[src/hdl/i2c_hold_pkg.sv]
/*
  Constants for the two-wire slave configuration block: register byte
  offsets, field positions, reset values, mode codes and hold timing.
  Assumes a 50 MHz system clock and a 32-bit AXI4-Lite register bus.
*/
package i2c_hold_pkg;
  localparam int AXI_AW = 8;
  localparam logic [1:0] RESP_OKAY = 2'h0;
  localparam logic [1:0] RESP_SLVERR = 2'h2;

  // register byte offsets
  localparam logic [7:0] OFF_CON3 = 8'h00;
  localparam logic [7:0] OFF_ADD = 8'h04;
  localparam logic [7:0] OFF_MSK = 8'h08;
  localparam logic [7:0] OFF_PAD = 8'h0C;
  localparam logic [7:0] OFF_CON1 = 8'h10;
  localparam logic [7:0] OFF_STAT = 8'h14;
  localparam logic [7:0] OFF_BUF = 8'h18;

  // twowire_control_three fields
  localparam int C3_ACK = 7;
  localparam int C3_PCIE = 6;
  localparam int C3_START_DETECT_IRQ_EN = 5;
  localparam int C3_BUFFER_OVERWRITE_EN = 4;
  localparam int C3_DATA_HOLD_TIME_SEL = 3;
  localparam int C3_SLAVE_COLLISION_IRQ_EN = 2;
  localparam int C3_ADDRESS_HOLD_EN = 1;
  localparam int C3_DATA_BYTE_HOLD_EN = 0;

  // serial_control_one fields
  localparam int C1_OV = 6;
  localparam int C1_EN = 5;
  localparam int C1_CKP = 4;
  localparam int C1_MODE = 0;

  // pad_output_disables field base (bits 11:8)
  localparam int PAD_LSB = 8;

  // reset values
  localparam logic [7:0] MSK_RESET = 8'hFF;
  localparam logic [7:0] ADD_RESET = 8'h00;

  // mode codes
  localparam logic [3:0] MODE_SLV7 = 4'h6;
  localparam logic [3:0] MODE_SLV10 = 4'h7;
  localparam logic [3:0] MODE_MASTER = 4'h8;
  localparam logic [3:0] MODE_SLV7_SP = 4'hE;
  localparam logic [3:0] MODE_SLV10_SP = 4'hF;

  // fixed upper pattern of a 10-bit high address byte
  localparam logic [4:0] TEN_HI_PAT = 5'h1E;

  // data hold after clock falling edge
  localparam int CLK_PERIOD_NS = 20;
  localparam int HOLD_SHORT_NS = 100;
  localparam int HOLD_LONG_NS = 300;
  localparam logic [3:0] HOLD_SHORT_CYC =
    4'((HOLD_SHORT_NS + CLK_PERIOD_NS - 1) / CLK_PERIOD_NS);
  localparam logic [3:0] HOLD_LONG_CYC =
    4'((HOLD_LONG_NS + CLK_PERIOD_NS - 1) / CLK_PERIOD_NS);

  // bit counts within a byte frame
  localparam logic [3:0] BITS_BYTE = 4'h8;
  localparam logic [3:0] BITS_ACK = 4'h9;

  typedef enum logic [5:0] {
    ST_IDLE = 6'h01,
    ST_ADDR = 6'h02,
    ST_RACK = 6'h04,
    ST_DATA = 6'h08,
    ST_TX = 6'h10,
    ST_TACK = 6'h20
  } state_e;
endpackage

[src/hdl/i2c_slave_hold_and_address_match.sv]
/*
  Two-wire slave receiver/transmitter with clock holding, address match
  with per-bit ignore mask, baud reload counter for master mode, and pad
  output disables, all under an AXI4-Lite register slave.
  Assumes bus pins are already synchronous to aclk and that the pad
  resolves open-drain levels from the output enables.
*/
`timescale 1ns/100ps

module i2c_slave_hold_and_address_match (
  // clock and reset
  input wire logic aclk,
  input wire logic aresetn,
  // axi4-lite write address
  input wire logic [i2c_hold_pkg::AXI_AW-1:0] awaddr,
  input wire logic awvalid,
  output logic awready,
  // axi4-lite write data
  input wire logic [31:0] wdata,
  input wire logic [3:0] wstrb,
  input wire logic wvalid,
  output logic wready,
  // axi4-lite write response
  output logic [1:0] bresp,
  output logic bvalid,
  input wire logic bready,
  // axi4-lite read address
  input wire logic [i2c_hold_pkg::AXI_AW-1:0] araddr,
  input wire logic arvalid,
  output logic arready,
  // axi4-lite read data
  output logic [31:0] rdata,
  output logic [1:0] rresp,
  output logic rvalid,
  input wire logic rready,
  // two-wire bus pins, open drain
  input wire logic twowire_clock_pin_i,
  output logic twowire_clock_pin_o,
  output logic twowire_clock_pin_oe,
  input wire logic twowire_data_pin_i,
  output logic twowire_data_pin_o,
  output logic twowire_data_pin_oe,
  // bus event pulses
  output logic start_irq,
  output logic stop_irq,
  output logic collision_irq,
  // master baud clock
  output logic baud_clk,
  // spi pad outputs, bits {port2 dout, port2 sclk, port1 dout, port1 sclk}
  input wire logic [3:0] spi_core_out,
  output logic [3:0] spi_pad_out,
  output logic [3:0] spi_pad_oe
);
  import i2c_hold_pkg::*;

  typedef struct packed {
    state_e state;
    state_e nxt;
    logic [3:0] bcnt;
    logic [7:0] shift;
    logic [7:0] txsh;
    logic is_addr;
    logic ten_hi_ok;
    logic ten_lo_ok;
    logic nack;
    logic scl_prev;
    logic sda_prev;
    logic [3:0] hold_cnt;
    logic sda_next;
    logic sda_oe;
    logic scl_oe;
    logic [6:0] con3;
    logic ack_flag;
    logic [7:0] add;
    logic [7:0] msk;
    logic [3:0] pad_dis;
    logic [3:0] mode;
    logic en;
    logic clock_release;
    logic ov;
    logic bf;
    logic [7:0] rxbuf;
    logic [7:0] txbuf;
    logic [7:0] brg_cnt;
    logic brg_clk;
    logic start_irq;
    logic stop_irq;
    logic coll_irq;
    logic [3:0] pad_o;
    logic [3:0] pad_oe;
    logic aw_got;
    logic [AXI_AW-1:0] awaddr;
    logic w_got;
    logic [31:0] wdata;
    logic [3:0] wstrb;
    logic awready;
    logic wready;
    logic bvalid;
    logic [1:0] bresp;
    logic arready;
    logic rvalid;
    logic [31:0] rdata;
    logic [1:0] rresp;
  } state_s;

  state_s s_q;
  state_s s_d;

  // unmasked bits of the received byte must all equal the address
  function automatic logic addr_hit(input logic [7:0] rx, input logic [7:0] add,
                                    input logic [7:0] ign);
    addr_hit = &(~(rx ^ add) | ign);
  endfunction

  // next-state logic for bus slave, protocol engine, baud counter and pads
  always_comb begin
    logic slave;
    logic ten;
    logic sp_mode;
    logic hold_act;
    logic rise;
    logic fall;
    logic start_c;
    logic stop_c;
    logic drv_set;
    logic drv_val;
    logic hit;
    logic upd;
    logic [7:0] rx;
    logic [7:0] wb;
    logic [31:0] rv;
    s_d = s_q;
    slave = 1'b0;
    ten = 1'b0;
    sp_mode = 1'b0;
    hold_act = 1'b0;
    drv_set = 1'b0;
    drv_val = 1'b0;
    hit = 1'b0;
    upd = 1'b0;
    rx = s_q.shift;
    wb = s_q.wdata[7:0];
    rv = 32'h0000_0000;
    // bus conditions from the previous pin levels
    rise = twowire_clock_pin_i && !s_q.scl_prev;
    fall = !twowire_clock_pin_i && s_q.scl_prev;
    start_c = twowire_clock_pin_i && s_q.scl_prev && s_q.sda_prev && !twowire_data_pin_i;
    stop_c = twowire_clock_pin_i && s_q.scl_prev && !s_q.sda_prev && twowire_data_pin_i;
    s_d.start_irq = 1'b0;
    s_d.stop_irq = 1'b0;
    s_d.coll_irq = 1'b0;

    // register writes: address and data taken in either order
    if (awvalid && s_q.awready) begin
      s_d.aw_got = 1'b1;
      s_d.awaddr = awaddr;
    end
    if (wvalid && s_q.wready) begin
      s_d.w_got = 1'b1;
      s_d.wdata = wdata;
      s_d.wstrb = wstrb;
    end
    if (s_q.bvalid && bready) begin
      s_d.bvalid = 1'b0;
    end
    if (s_q.aw_got && s_q.w_got && !s_q.bvalid) begin
      s_d.aw_got = 1'b0;
      s_d.w_got = 1'b0;
      s_d.bvalid = 1'b1;
      s_d.bresp = RESP_OKAY;
      case (s_q.awaddr)
        OFF_CON3: if (s_q.wstrb[0]) s_d.con3 = wb[6:0];
        OFF_ADD: if (s_q.wstrb[0]) s_d.add = wb;
        OFF_MSK: if (s_q.wstrb[0]) s_d.msk = wb;
        OFF_PAD: if (s_q.wstrb[1]) s_d.pad_dis = s_q.wdata[PAD_LSB+:4];
        OFF_CON1: begin
          if (s_q.wstrb[0]) begin
            s_d.ov = wb[C1_OV];
            s_d.en = wb[C1_EN];
            s_d.clock_release = wb[C1_CKP];
            s_d.mode = wb[C1_MODE+:4];
          end
        end
        OFF_STAT: ;
        OFF_BUF: if (s_q.wstrb[0]) s_d.txbuf = wb;
        default: s_d.bresp = RESP_SLVERR;
      endcase
    end

    // register reads, upper bits zero
    if (s_q.rvalid && rready) begin
      s_d.rvalid = 1'b0;
    end
    if (arvalid && s_q.arready) begin
      s_d.rvalid = 1'b1;
      s_d.rresp = RESP_OKAY;
      case (araddr)
        OFF_CON3: rv[7:0] = {s_q.ack_flag, s_q.con3};
        OFF_ADD: rv[7:0] = s_q.add;
        OFF_MSK: rv[7:0] = s_q.msk;
        OFF_PAD: rv[PAD_LSB+:4] = s_q.pad_dis;
        OFF_CON1: rv[7:0] = {1'b0, s_q.ov, s_q.en, s_q.clock_release, s_q.mode};
        OFF_STAT: rv[0] = s_q.bf;
        OFF_BUF: begin
          rv[7:0] = s_q.rxbuf;
          s_d.bf = 1'b0; // reading drains the holding buffer
        end
        default: s_d.rresp = RESP_SLVERR;
      endcase
      s_d.rdata = rv;
    end

    // mode decode
    slave = s_q.en && (s_q.mode == MODE_SLV7 || s_q.mode == MODE_SLV10 ||
                       s_q.mode == MODE_SLV7_SP || s_q.mode == MODE_SLV10_SP);
    ten = (s_q.mode == MODE_SLV10 || s_q.mode == MODE_SLV10_SP);
    sp_mode = (s_q.mode == MODE_SLV7_SP || s_q.mode == MODE_SLV10_SP);
    hold_act = (s_q.con3[C3_ADDRESS_HOLD_EN] || s_q.con3[C3_DATA_BYTE_HOLD_EN]) && !sp_mode;

    // pin history for next cycle's edge and condition detection
    s_d.scl_prev = twowire_clock_pin_i;
    s_d.sda_prev = twowire_data_pin_i;

    // delayed data change keeps the hold time after each falling edge
    if (s_q.hold_cnt != 4'h0) begin
      s_d.hold_cnt = s_q.hold_cnt - 4'h1;
      if (s_q.hold_cnt == 4'h1) begin
        s_d.sda_oe = s_q.sda_next;
      end
    end

    if (!slave) begin
      s_d.state = ST_IDLE;
      s_d.sda_oe = 1'b0;
      s_d.hold_cnt = 4'h0;
      s_d.ack_flag = 1'b0;
    end else if (stop_c) begin
      s_d.state = ST_IDLE;
      s_d.sda_oe = 1'b0;
      s_d.hold_cnt = 4'h0;
      s_d.ten_hi_ok = 1'b0;
      s_d.ten_lo_ok = 1'b0;
      s_d.stop_irq = s_q.con3[C3_PCIE] || sp_mode;
    end else if (start_c) begin
      s_d.state = ST_ADDR;
      s_d.is_addr = 1'b1;
      s_d.bcnt = 4'h0;
      s_d.sda_oe = 1'b0;
      s_d.hold_cnt = 4'h0;
      s_d.start_irq = s_q.con3[C3_START_DETECT_IRQ_EN] || sp_mode;
    end else begin
      case (s_q.state)
        ST_ADDR, ST_DATA: begin
          if (rise && s_q.bcnt < BITS_BYTE) begin
            s_d.shift = {s_q.shift[6:0], twowire_data_pin_i};
            s_d.bcnt = s_q.bcnt + 4'h1;
          end else if (fall && s_q.bcnt == BITS_BYTE) begin
            s_d.nxt = ST_DATA;
            if (s_q.state == ST_DATA) begin
              hit = 1'b1;
            end else if (!ten) begin
              hit = addr_hit(rx, s_q.add, s_q.msk | 8'h01);
              s_d.nxt = rx[0] ? ST_TX : ST_DATA;
            end else if (rx[7:3] == TEN_HI_PAT) begin
              hit = addr_hit(rx, s_q.add, s_q.msk | 8'hF9);
              s_d.ten_hi_ok = hit;
              s_d.nxt = (s_q.ten_lo_ok && rx[0]) ? ST_TX : ST_ADDR;
            end else begin
              hit = s_q.ten_hi_ok && addr_hit(rx, s_q.add, s_q.msk);
              s_d.ten_lo_ok = hit;
            end
            if (hit) begin
              upd = !s_q.bf && (s_q.con3[C3_BUFFER_OVERWRITE_EN] || !s_q.ov);
              if (s_q.bf) begin
                s_d.ov = 1'b1;
              end
              if (upd) begin
                s_d.rxbuf = rx;
                s_d.bf = 1'b1;
              end else begin
                s_d.nxt = ST_IDLE;
              end
              if (hold_act) begin
                s_d.ack_flag = 1'b1;
              end
              if ((s_q.is_addr && s_q.con3[C3_ADDRESS_HOLD_EN]) ||
                  (!s_q.is_addr && s_q.con3[C3_DATA_BYTE_HOLD_EN])) begin
                s_d.clock_release = 1'b0;
              end
              drv_set = 1'b1;
              drv_val = upd;
              s_d.state = ST_RACK;
            end else begin
              s_d.state = ST_IDLE;
            end
          end
        end
        ST_RACK: begin
          if (rise && s_q.bcnt == BITS_BYTE) begin
            s_d.bcnt = BITS_ACK;
            s_d.ack_flag = 1'b0;
          end else if (fall && s_q.bcnt == BITS_ACK) begin
            s_d.bcnt = 4'h0;
            s_d.state = s_q.nxt;
            s_d.is_addr = (s_q.nxt == ST_ADDR);
            s_d.txsh = s_q.txbuf;
            drv_set = 1'b1;
            drv_val = (s_q.nxt == ST_TX) && !s_q.txbuf[7];
          end
        end
        ST_TX: begin
          if (rise && s_q.bcnt < BITS_BYTE) begin
            s_d.bcnt = s_q.bcnt + 4'h1;
            // released line read low means another party won
            if (!s_q.sda_oe && !twowire_data_pin_i && s_q.con3[C3_SLAVE_COLLISION_IRQ_EN]) begin
              s_d.coll_irq = 1'b1;
            end
          end else if (fall && s_q.bcnt == BITS_BYTE) begin
            drv_set = 1'b1;
            drv_val = 1'b0;
            s_d.state = ST_TACK;
            if (hold_act) begin
              s_d.ack_flag = 1'b1;
            end
          end else if (fall && s_q.bcnt != 4'h0) begin
            s_d.txsh = {s_q.txsh[6:0], 1'b0};
            drv_set = 1'b1;
            drv_val = !s_q.txsh[6];
          end
        end
        ST_TACK: begin
          if (rise && s_q.bcnt == BITS_BYTE) begin
            s_d.bcnt = BITS_ACK;
            s_d.ack_flag = 1'b0;
            s_d.nack = twowire_data_pin_i;
          end else if (fall && s_q.bcnt == BITS_ACK) begin
            s_d.bcnt = 4'h0;
            s_d.state = s_q.nack ? ST_IDLE : ST_TX;
            s_d.txsh = s_q.txbuf;
            drv_set = 1'b1;
            drv_val = !s_q.nack && !s_q.txbuf[7];
          end
        end
        ST_IDLE: ;
        default: s_d.state = ST_IDLE;
      endcase
    end

    // schedule the data line change after the selected hold time
    if (drv_set) begin
      s_d.sda_next = drv_val;
      s_d.hold_cnt = s_q.con3[C3_DATA_HOLD_TIME_SEL] ? HOLD_LONG_CYC : HOLD_SHORT_CYC;
    end

    // clock stretched in an enabled slave mode while the release control is clear
    s_d.scl_oe = slave && !s_d.clock_release;

    // baud counter toggles every reload plus one cycles
    if (s_q.en && s_q.mode == MODE_MASTER) begin
      if (s_q.brg_cnt == 8'h00) begin
        s_d.brg_cnt = s_q.add;
        s_d.brg_clk = !s_q.brg_clk;
      end else begin
        s_d.brg_cnt = s_q.brg_cnt - 8'h01;
      end
    end else begin
      s_d.brg_cnt = 8'h00;
      s_d.brg_clk = 1'b0;
    end

    // pad drive follows the disables
    s_d.pad_o = spi_core_out;
    s_d.pad_oe = ~s_q.pad_dis;

    // one write and one read outstanding at a time
    s_d.awready = !s_d.aw_got && !s_d.bvalid;
    s_d.wready = !s_d.w_got && !s_d.bvalid;
    s_d.arready = !s_d.rvalid;
  end

  // single state register, synchronous reset
  always_ff @(posedge aclk) begin
    if (!aresetn) begin
      s_q <= '0;
      s_q.state <= ST_IDLE;
      s_q.nxt <= ST_IDLE;
      s_q.scl_prev <= 1'b1;
      s_q.sda_prev <= 1'b1;
      s_q.add <= ADD_RESET;
      s_q.msk <= MSK_RESET;
    end else begin
      s_q <= s_d;
    end
  end

  // outputs straight from the state register, except the two pin levels tied low
  assign awready = s_q.awready;
  assign wready = s_q.wready;
  assign bvalid = s_q.bvalid;
  assign bresp = s_q.bresp;
  assign arready = s_q.arready;
  assign rvalid = s_q.rvalid;
  assign rdata = s_q.rdata;
  assign rresp = s_q.rresp;
  assign twowire_clock_pin_o = 1'b0;
  assign twowire_clock_pin_oe = s_q.scl_oe;
  assign twowire_data_pin_o = 1'b0;
  assign twowire_data_pin_oe = s_q.sda_oe;
  assign start_irq = s_q.start_irq;
  assign stop_irq = s_q.stop_irq;
  assign collision_irq = s_q.coll_irq;
  assign baud_clk = s_q.brg_clk;
  assign spi_pad_out = s_q.pad_o;
  assign spi_pad_oe = s_q.pad_oe;
endmodule

[config.mk]
export PLATFORM = sky130hd
export DESIGN_NAME = i2c_slave_hold_and_address_match
export DESIGN_NICKNAME = d
export VERILOG_FILES = /design/src/hdl/i2c_hold_pkg.sv /design/src/hdl/i2c_slave_hold_and_address_match.sv
export SDC_FILE = /design/constraint.sdc
export NUM_CORES = 1
export LEC_CHECK = 0
export BUFFER_PORTS_ARGS = -buffer_cell sky130_fd_sc_hd__buf_2
export CORE_ASPECT_RATIO = 1.2
export CORE_UTILIZATION = 56
export DETAILED_ROUTE_END_ITERATION = 10
export GPL_ROUTABILITY_DRIVEN = 0
export GPL_TIMING_DRIVEN = 0
export PLACE_DENSITY = 0.8
export SLEW_MARGIN = 20
export SYNTH_ARGS = -nofsm -noshare
export SYNTH_HDL_FRONTEND = slang
export SYNTH_SLANG_ARGS = --single-unit
[constraint.sdc]
create_clock -name aclk -period 2.56 [get_ports aclk]
set_input_delay 0.768 -clock aclk [delete_from_list [all_inputs] [get_ports aclk]]
set_output_delay 0.768 -clock aclk [all_outputs]
set_load 0.02 [all_outputs]
Word-level counts from Yosys, hierarchy flattened
Cells that the tools add are included.

operators by class
  mux-type cells = 125
  equal/unequal tests = 59
  add/sub/neg operators = 3
  bitwise operators = 13
  reductions and logical operators = 110
  magnitude comparators = 1

operators by type and width
  kind                count
  $mux 11             7
  $mux 1              55
  $eq 8x5->1 const B  6
  $mux 6              8
  $reduce_and 8->1    6
  $mux 4              10
  $mux 37             1
  $mux 12             3
  $mux 35             1
  $mux 5              7
  $mux 7              5
  $pmux 7 s5          1
  $logic_and 1x1->1   34
  $eq 8x4->1 const B  4
  $ne 2x2->1 const B  16
  $ne 3x3->1 const B  10
  $pmux 6 s5          1
  $reduce_and 9->1    3
  $logic_not 8->1     3
  $mux 2              12
  $mux 8              3
  $or 8x8->8          3
  $pmux 7 s3          1
  $reduce_and 3->1    7
  42 further kinds    104

word-level totals
  bits of input ports = 65
  output and inout bits = 57
  word-level logic and storage cells = 359
  bits in registers = 183

Logic depth before layout (Yosys ltp)
  word-level depth = 23
  depth in mapped cells = 9
  gate-level depth less buffers = 8

Worst setup path before layout
Ideal clock, no wire load.

  path type = input port to flip-flop
  start = input port araddr[5] in the netlist's numbering
  end = register s_q, in the netlist rdata[7]
  data arrival time = 2.109 ns
  setup time = 0.086 ns
  path buffers = 1
  stages on the path = 6
  path slack = 0.365 ns
  cells stage by stage = nor3_2 -> nand2b_1 -> clkbuf_1 -> nor4_2 -> a221oi_1 -> a211oi_1

between the ends
  longest elaborated chain between the ends = 2
  elaborated cells between the ends (all ways) = 6
  those cells by class = 4 x eq/ne; 1 x mux; 1 x reduce/logical

ends and longest elaborated chain
  item                                RTL line                                 text
  start, declared                     i2c_slave_hold_and_address_match.sv:28   input wire logic [i2c_hold_pkg::AXI_AW-1:0] araddr,
  $eq 8x5->1 (tied with other cells)  i2c_slave_hold_and_address_match.sv:197  case (araddr)
  $pmux 7 s5 (*)                      i2c_slave_hold_and_address_match.sv:197
  end, declared                       i2c_slave_hold_and_address_match.sv:106  state_s s_q;

Every way passes the cells marked *; elsewhere a longest branch is shown, timed or not.
A chain may end at the register's enable or synchronous reset.

Final worst setup path
  start = register s_q[198] in the netlist's numbering
  end = register s_q[161] in the netlist's numbering

between the ends
  longest elaborated chain between the ends = 15
  elaborated cells between the ends (all ways) = 28
  those cells by class = 5 x eq/ne; 21 x mux; 2 x reduce/logical

ends and longest elaborated chain
  item                                      RTL line                                                                          text
  $eq 6x4->1                                i2c_slave_hold_and_address_match.sv:252, i2c_slave_hold_and_address_match.sv:259
  $mux 1                                    i2c_slave_hold_and_address_match.sv:259                                           if (s_q.state == ST_DATA) begin
  $mux 1                                    i2c_slave_hold_and_address_match.sv:257                                           end else if (fall && s_q.bcnt == BITS_BYTE) begin
  $mux 1                                    i2c_slave_hold_and_address_match.sv:254                                           if (rise && s_q.bcnt < BITS_BYTE) begin
  $mux 1                                    i2c_slave_hold_and_address_match.sv:252                                           case (s_q.state)
  $mux 1                                    i2c_slave_hold_and_address_match.sv:244                                           end else if (start_c) begin
  $mux 1                                    i2c_slave_hold_and_address_match.sv:237                                           end else if (stop_c) begin
  $mux 1                                    i2c_slave_hold_and_address_match.sv:232                                           if (!slave) begin
  $mux 1                                    i2c_slave_hold_and_address_match.sv:272                                           if (hit) begin
  $mux 1                                    i2c_slave_hold_and_address_match.sv:257
  $mux 1                                    i2c_slave_hold_and_address_match.sv:254
  $pmux 1 s4 or $pmux 1 s3 (tied branches)  i2c_slave_hold_and_address_match.sv:252
  $mux 1                                    i2c_slave_hold_and_address_match.sv:244
  $mux 1                                    i2c_slave_hold_and_address_match.sv:237
  $mux 1                                    i2c_slave_hold_and_address_match.sv:232

Several ways; a longest one is shown, not always the timed one. The select of a mux whose other input is x is not followed.

==> run summary <==
Mapped Area: 0.00730 sq mm
Dpl ws: -189 ps
Post-CTS Resized: 0
Fmax: 430 MHz
Final setup margin: 234 ps
Core ar.: 0.0127 sq mm
Internal power component: 4150 uW
Critical path required time: 2850 ps
Ranking of synthesized cells by area: dfxtp_1 43%, mux2i_1 7.8%, nand2_1 5.7%
Final Core Density: 0.676
Hold Vio Cnt, Final: 0
Sequential share of power: 0.465
Detail Route Antenna Nets: 0
Max cap viols: 0
Final net count: 1036
Crit Path Category: register to register
Clk_skew: 8.28 ps
Drt via density: 5.72
Count leader, synth: dfxtp_1
Worst Hold Class: register to register
Pre-antenna DRT Iters: 6
Fraction of registers with async set/reset: 0
Ports: 122
CP max-delay cell: a31oi_1
WL final: 18.3 mm
Warnings, synthesis: 0
Worst-path cell chain: nor2_1 -> nand4b_1 -> clkbuf_1 -> a31oi_1 -> o211ai_1 -> nor3_1 -> a211oi_1
Tot GR Track Use: 0.277
Most used DFF post-synth: dfxtp_1
Worst vdd ir: 0.387 mV
Leakage power: 0.00360 uW
Crit path time final: 2330 ps
Sw frac: 0.234
Max Buffers Root-to-Sink: 2
Tot Pwr: 5430 uW
Worst Setup End Kind: register
CP arrival: 2610 ps
Initial antenna violation count: 0
Cts bufs inserted: 17
Post-CTS Setup Inserts: 0
Number of synthesized flops with an enable pin: 0
Row cnt: 45
Finish-stage setup viols: 0
GRT overflow: 0
Vias: 6530
Hold_buf cts: 0
Tcrit/Tclk final: 0.909
RSZ-0062 raised after global routing: no
Worst Setup Start Kind: register
Die Width: 106 um
Synth Instances: 851
Clk pwr share: 0.472
Slew @ Worst Pin: 858 ps
Status: completed
CTS clk-pin slew, worst paths: 60 ps
Fill count: 1065
Die height: 127 um
Seq cells post-synth: 157
Yosys cell types: 74
Cell area power density: 634 mW/mm^2
IO buf count: 72
Combinational share of power: 0.063
P_sw: 1270 uW
Antenna Cells: 0
Share of cells above drive strength 1: 0.185
Buffers & Inverters on Critical Path: 1
WL/cell: 16.0 um
Iteration-0 DRC Markers: 514
Num Clock Sinks: 157
Largest net degree at the start of global routing: 17
DIE AREA: 0.0135 sq mm
Slew HR: 0.423
Drc violations: 0
DP HPWL: 13.1 mm
Largest delay share family, worst path: simple AND/OR/NAND/NOR gates
Post-synth top cells: 157 x dfxtp_1, 111 x nand2_1, 95 x nor2_1
Clk Latency, worst-skew pair: 420 ps
CTS tree: built
Pins Over Slew Limit: 0
Vias in the first global route: 5993
Post-synth top area cell: dfxtp_1
Syn Area/Cell: 8.58 sq um
Initial Utilization: 0.576
Area delta synth->final: 17.2%
Clock Root Buffer: clkbuf_16
Global-route wire length before repair: 29.5 mm
CP peak stage delay: 460 ps
Crit-path max FO: 10
H-tree Lvls: 4
Top cell type's share of synthesized area: 0.430
Seq/Total Area, Yosys: 0.430
worst paths after layout:
| path | start | endpoint | slack (ps) | cells after the start |
|---|---|---|---|---|
| max | s_q[198]$_SDFFE_PP1P_ | s_q[161]$_SDFFE_PN0P_ | 230 | 7 |
| min | s_q[131]$_SDFFE_PN0P_ | spi_pad_oe[0]$_SDFF_PN0_ | 440 | 1 |
| max reg2reg | s_q[198]$_SDFFE_PP1P_ | s_q[161]$_SDFFE_PN0P_ | 230 | 7 |
| min reg2reg | s_q[131]$_SDFFE_PN0P_ | spi_pad_oe[0]$_SDFF_PN0_ | 440 | 1 |
logic make-up (layout without fill, tap and decap cells):
logic type                 Yosys count  count (layout)  share of synthesized area
and+or+nand+nor                    342             342                      0.231
other                                1              24                   0.000513
xor gates and xnor gates            17              17                     0.0204
DFF                                157             157                      0.430
adders and majority gates            6               6                     0.0103
buffers and inverters              106             209                     0.0810
muxes                               59              59                     0.0812
AOI/OAI and AO/OA                  163             163                      0.145
per-layer routing:
metal	routed length [um]	GRT usage
met1	7730	0.354
met2	8570	0.456
met3	1320	0.0480
met4	681	0.125
met5	0	0
metrics by stage:
| stage | cell area (sq um) | hold WS (ps) | TNS (ps) | instances |
|---|---|---|---|---|
| final | 8560 | 440 | 0 | 1141 |
| after global routing | 8560 | 456 | 0 | 1141 |
| after global placement | 7960 | 432 | -249 | 1110 |
| after detailed placement | 7960 | 429 | -555 | 1110 |
| after floorplan | 7390 | 413 | 0 | 874 |
| after CTS | 8550 | 441 | 0 | 1141 |
power groups by stage:
stage	sequential [uW]	clock [uW]	combinational, uW
6_report	2520	2560	344
5_1_grt	2530	2680	376
4_1_cts	2520	2570	341
3_5_place_dp	2570	0	339
3_3_place_gp	2570	0	335
2_1_floorplan	2570	0	231
state kept, by name, indices dropped and copies added, names as in the netlist:
signal                cells
arready                   1
awready                   1
baud_clk                  1
bresp                     1
bvalid                    1
collision_irq             1
rdata                    12
rresp                     1
rvalid                    1
s_q                     124
spi_pad_oe                4
spi_pad_out               4
start_irq                 1
stop_irq                  1
twowire_clock_pin_oe      1
twowire_data_pin_oe       1
wready                    1
layout by cell type, fill, tap and decap left out, drive strengths merged, types with 8 or more instances in the layout:
cell,n
conb,24
nand2b,13
a211oi,16
xnor2,9
buf,129
nand2,112
a21oi,64
inv,23
nor2,96
dfxtp,157
and3,8
clkbuf,47
a22oi,11
xor2,8
mux2i,57
nor3,18
o21ai,24
and2,9
nand3,39
layout make-up:
class	instances	area [sq um]	area share
flip-flops and latches	157	3140	0.367
clock buffers	18	429	0.0501
repair buffers	72	360	0.0421
clock inverters	13	166	0.0194
multi-input cells	611	3660	0.428
plain buffers	86	517	0.0604
well taps	164	205	0.0240
inverters	20	75.1	0.00877
No activity file was read; power rests on OpenSTA's default activity.
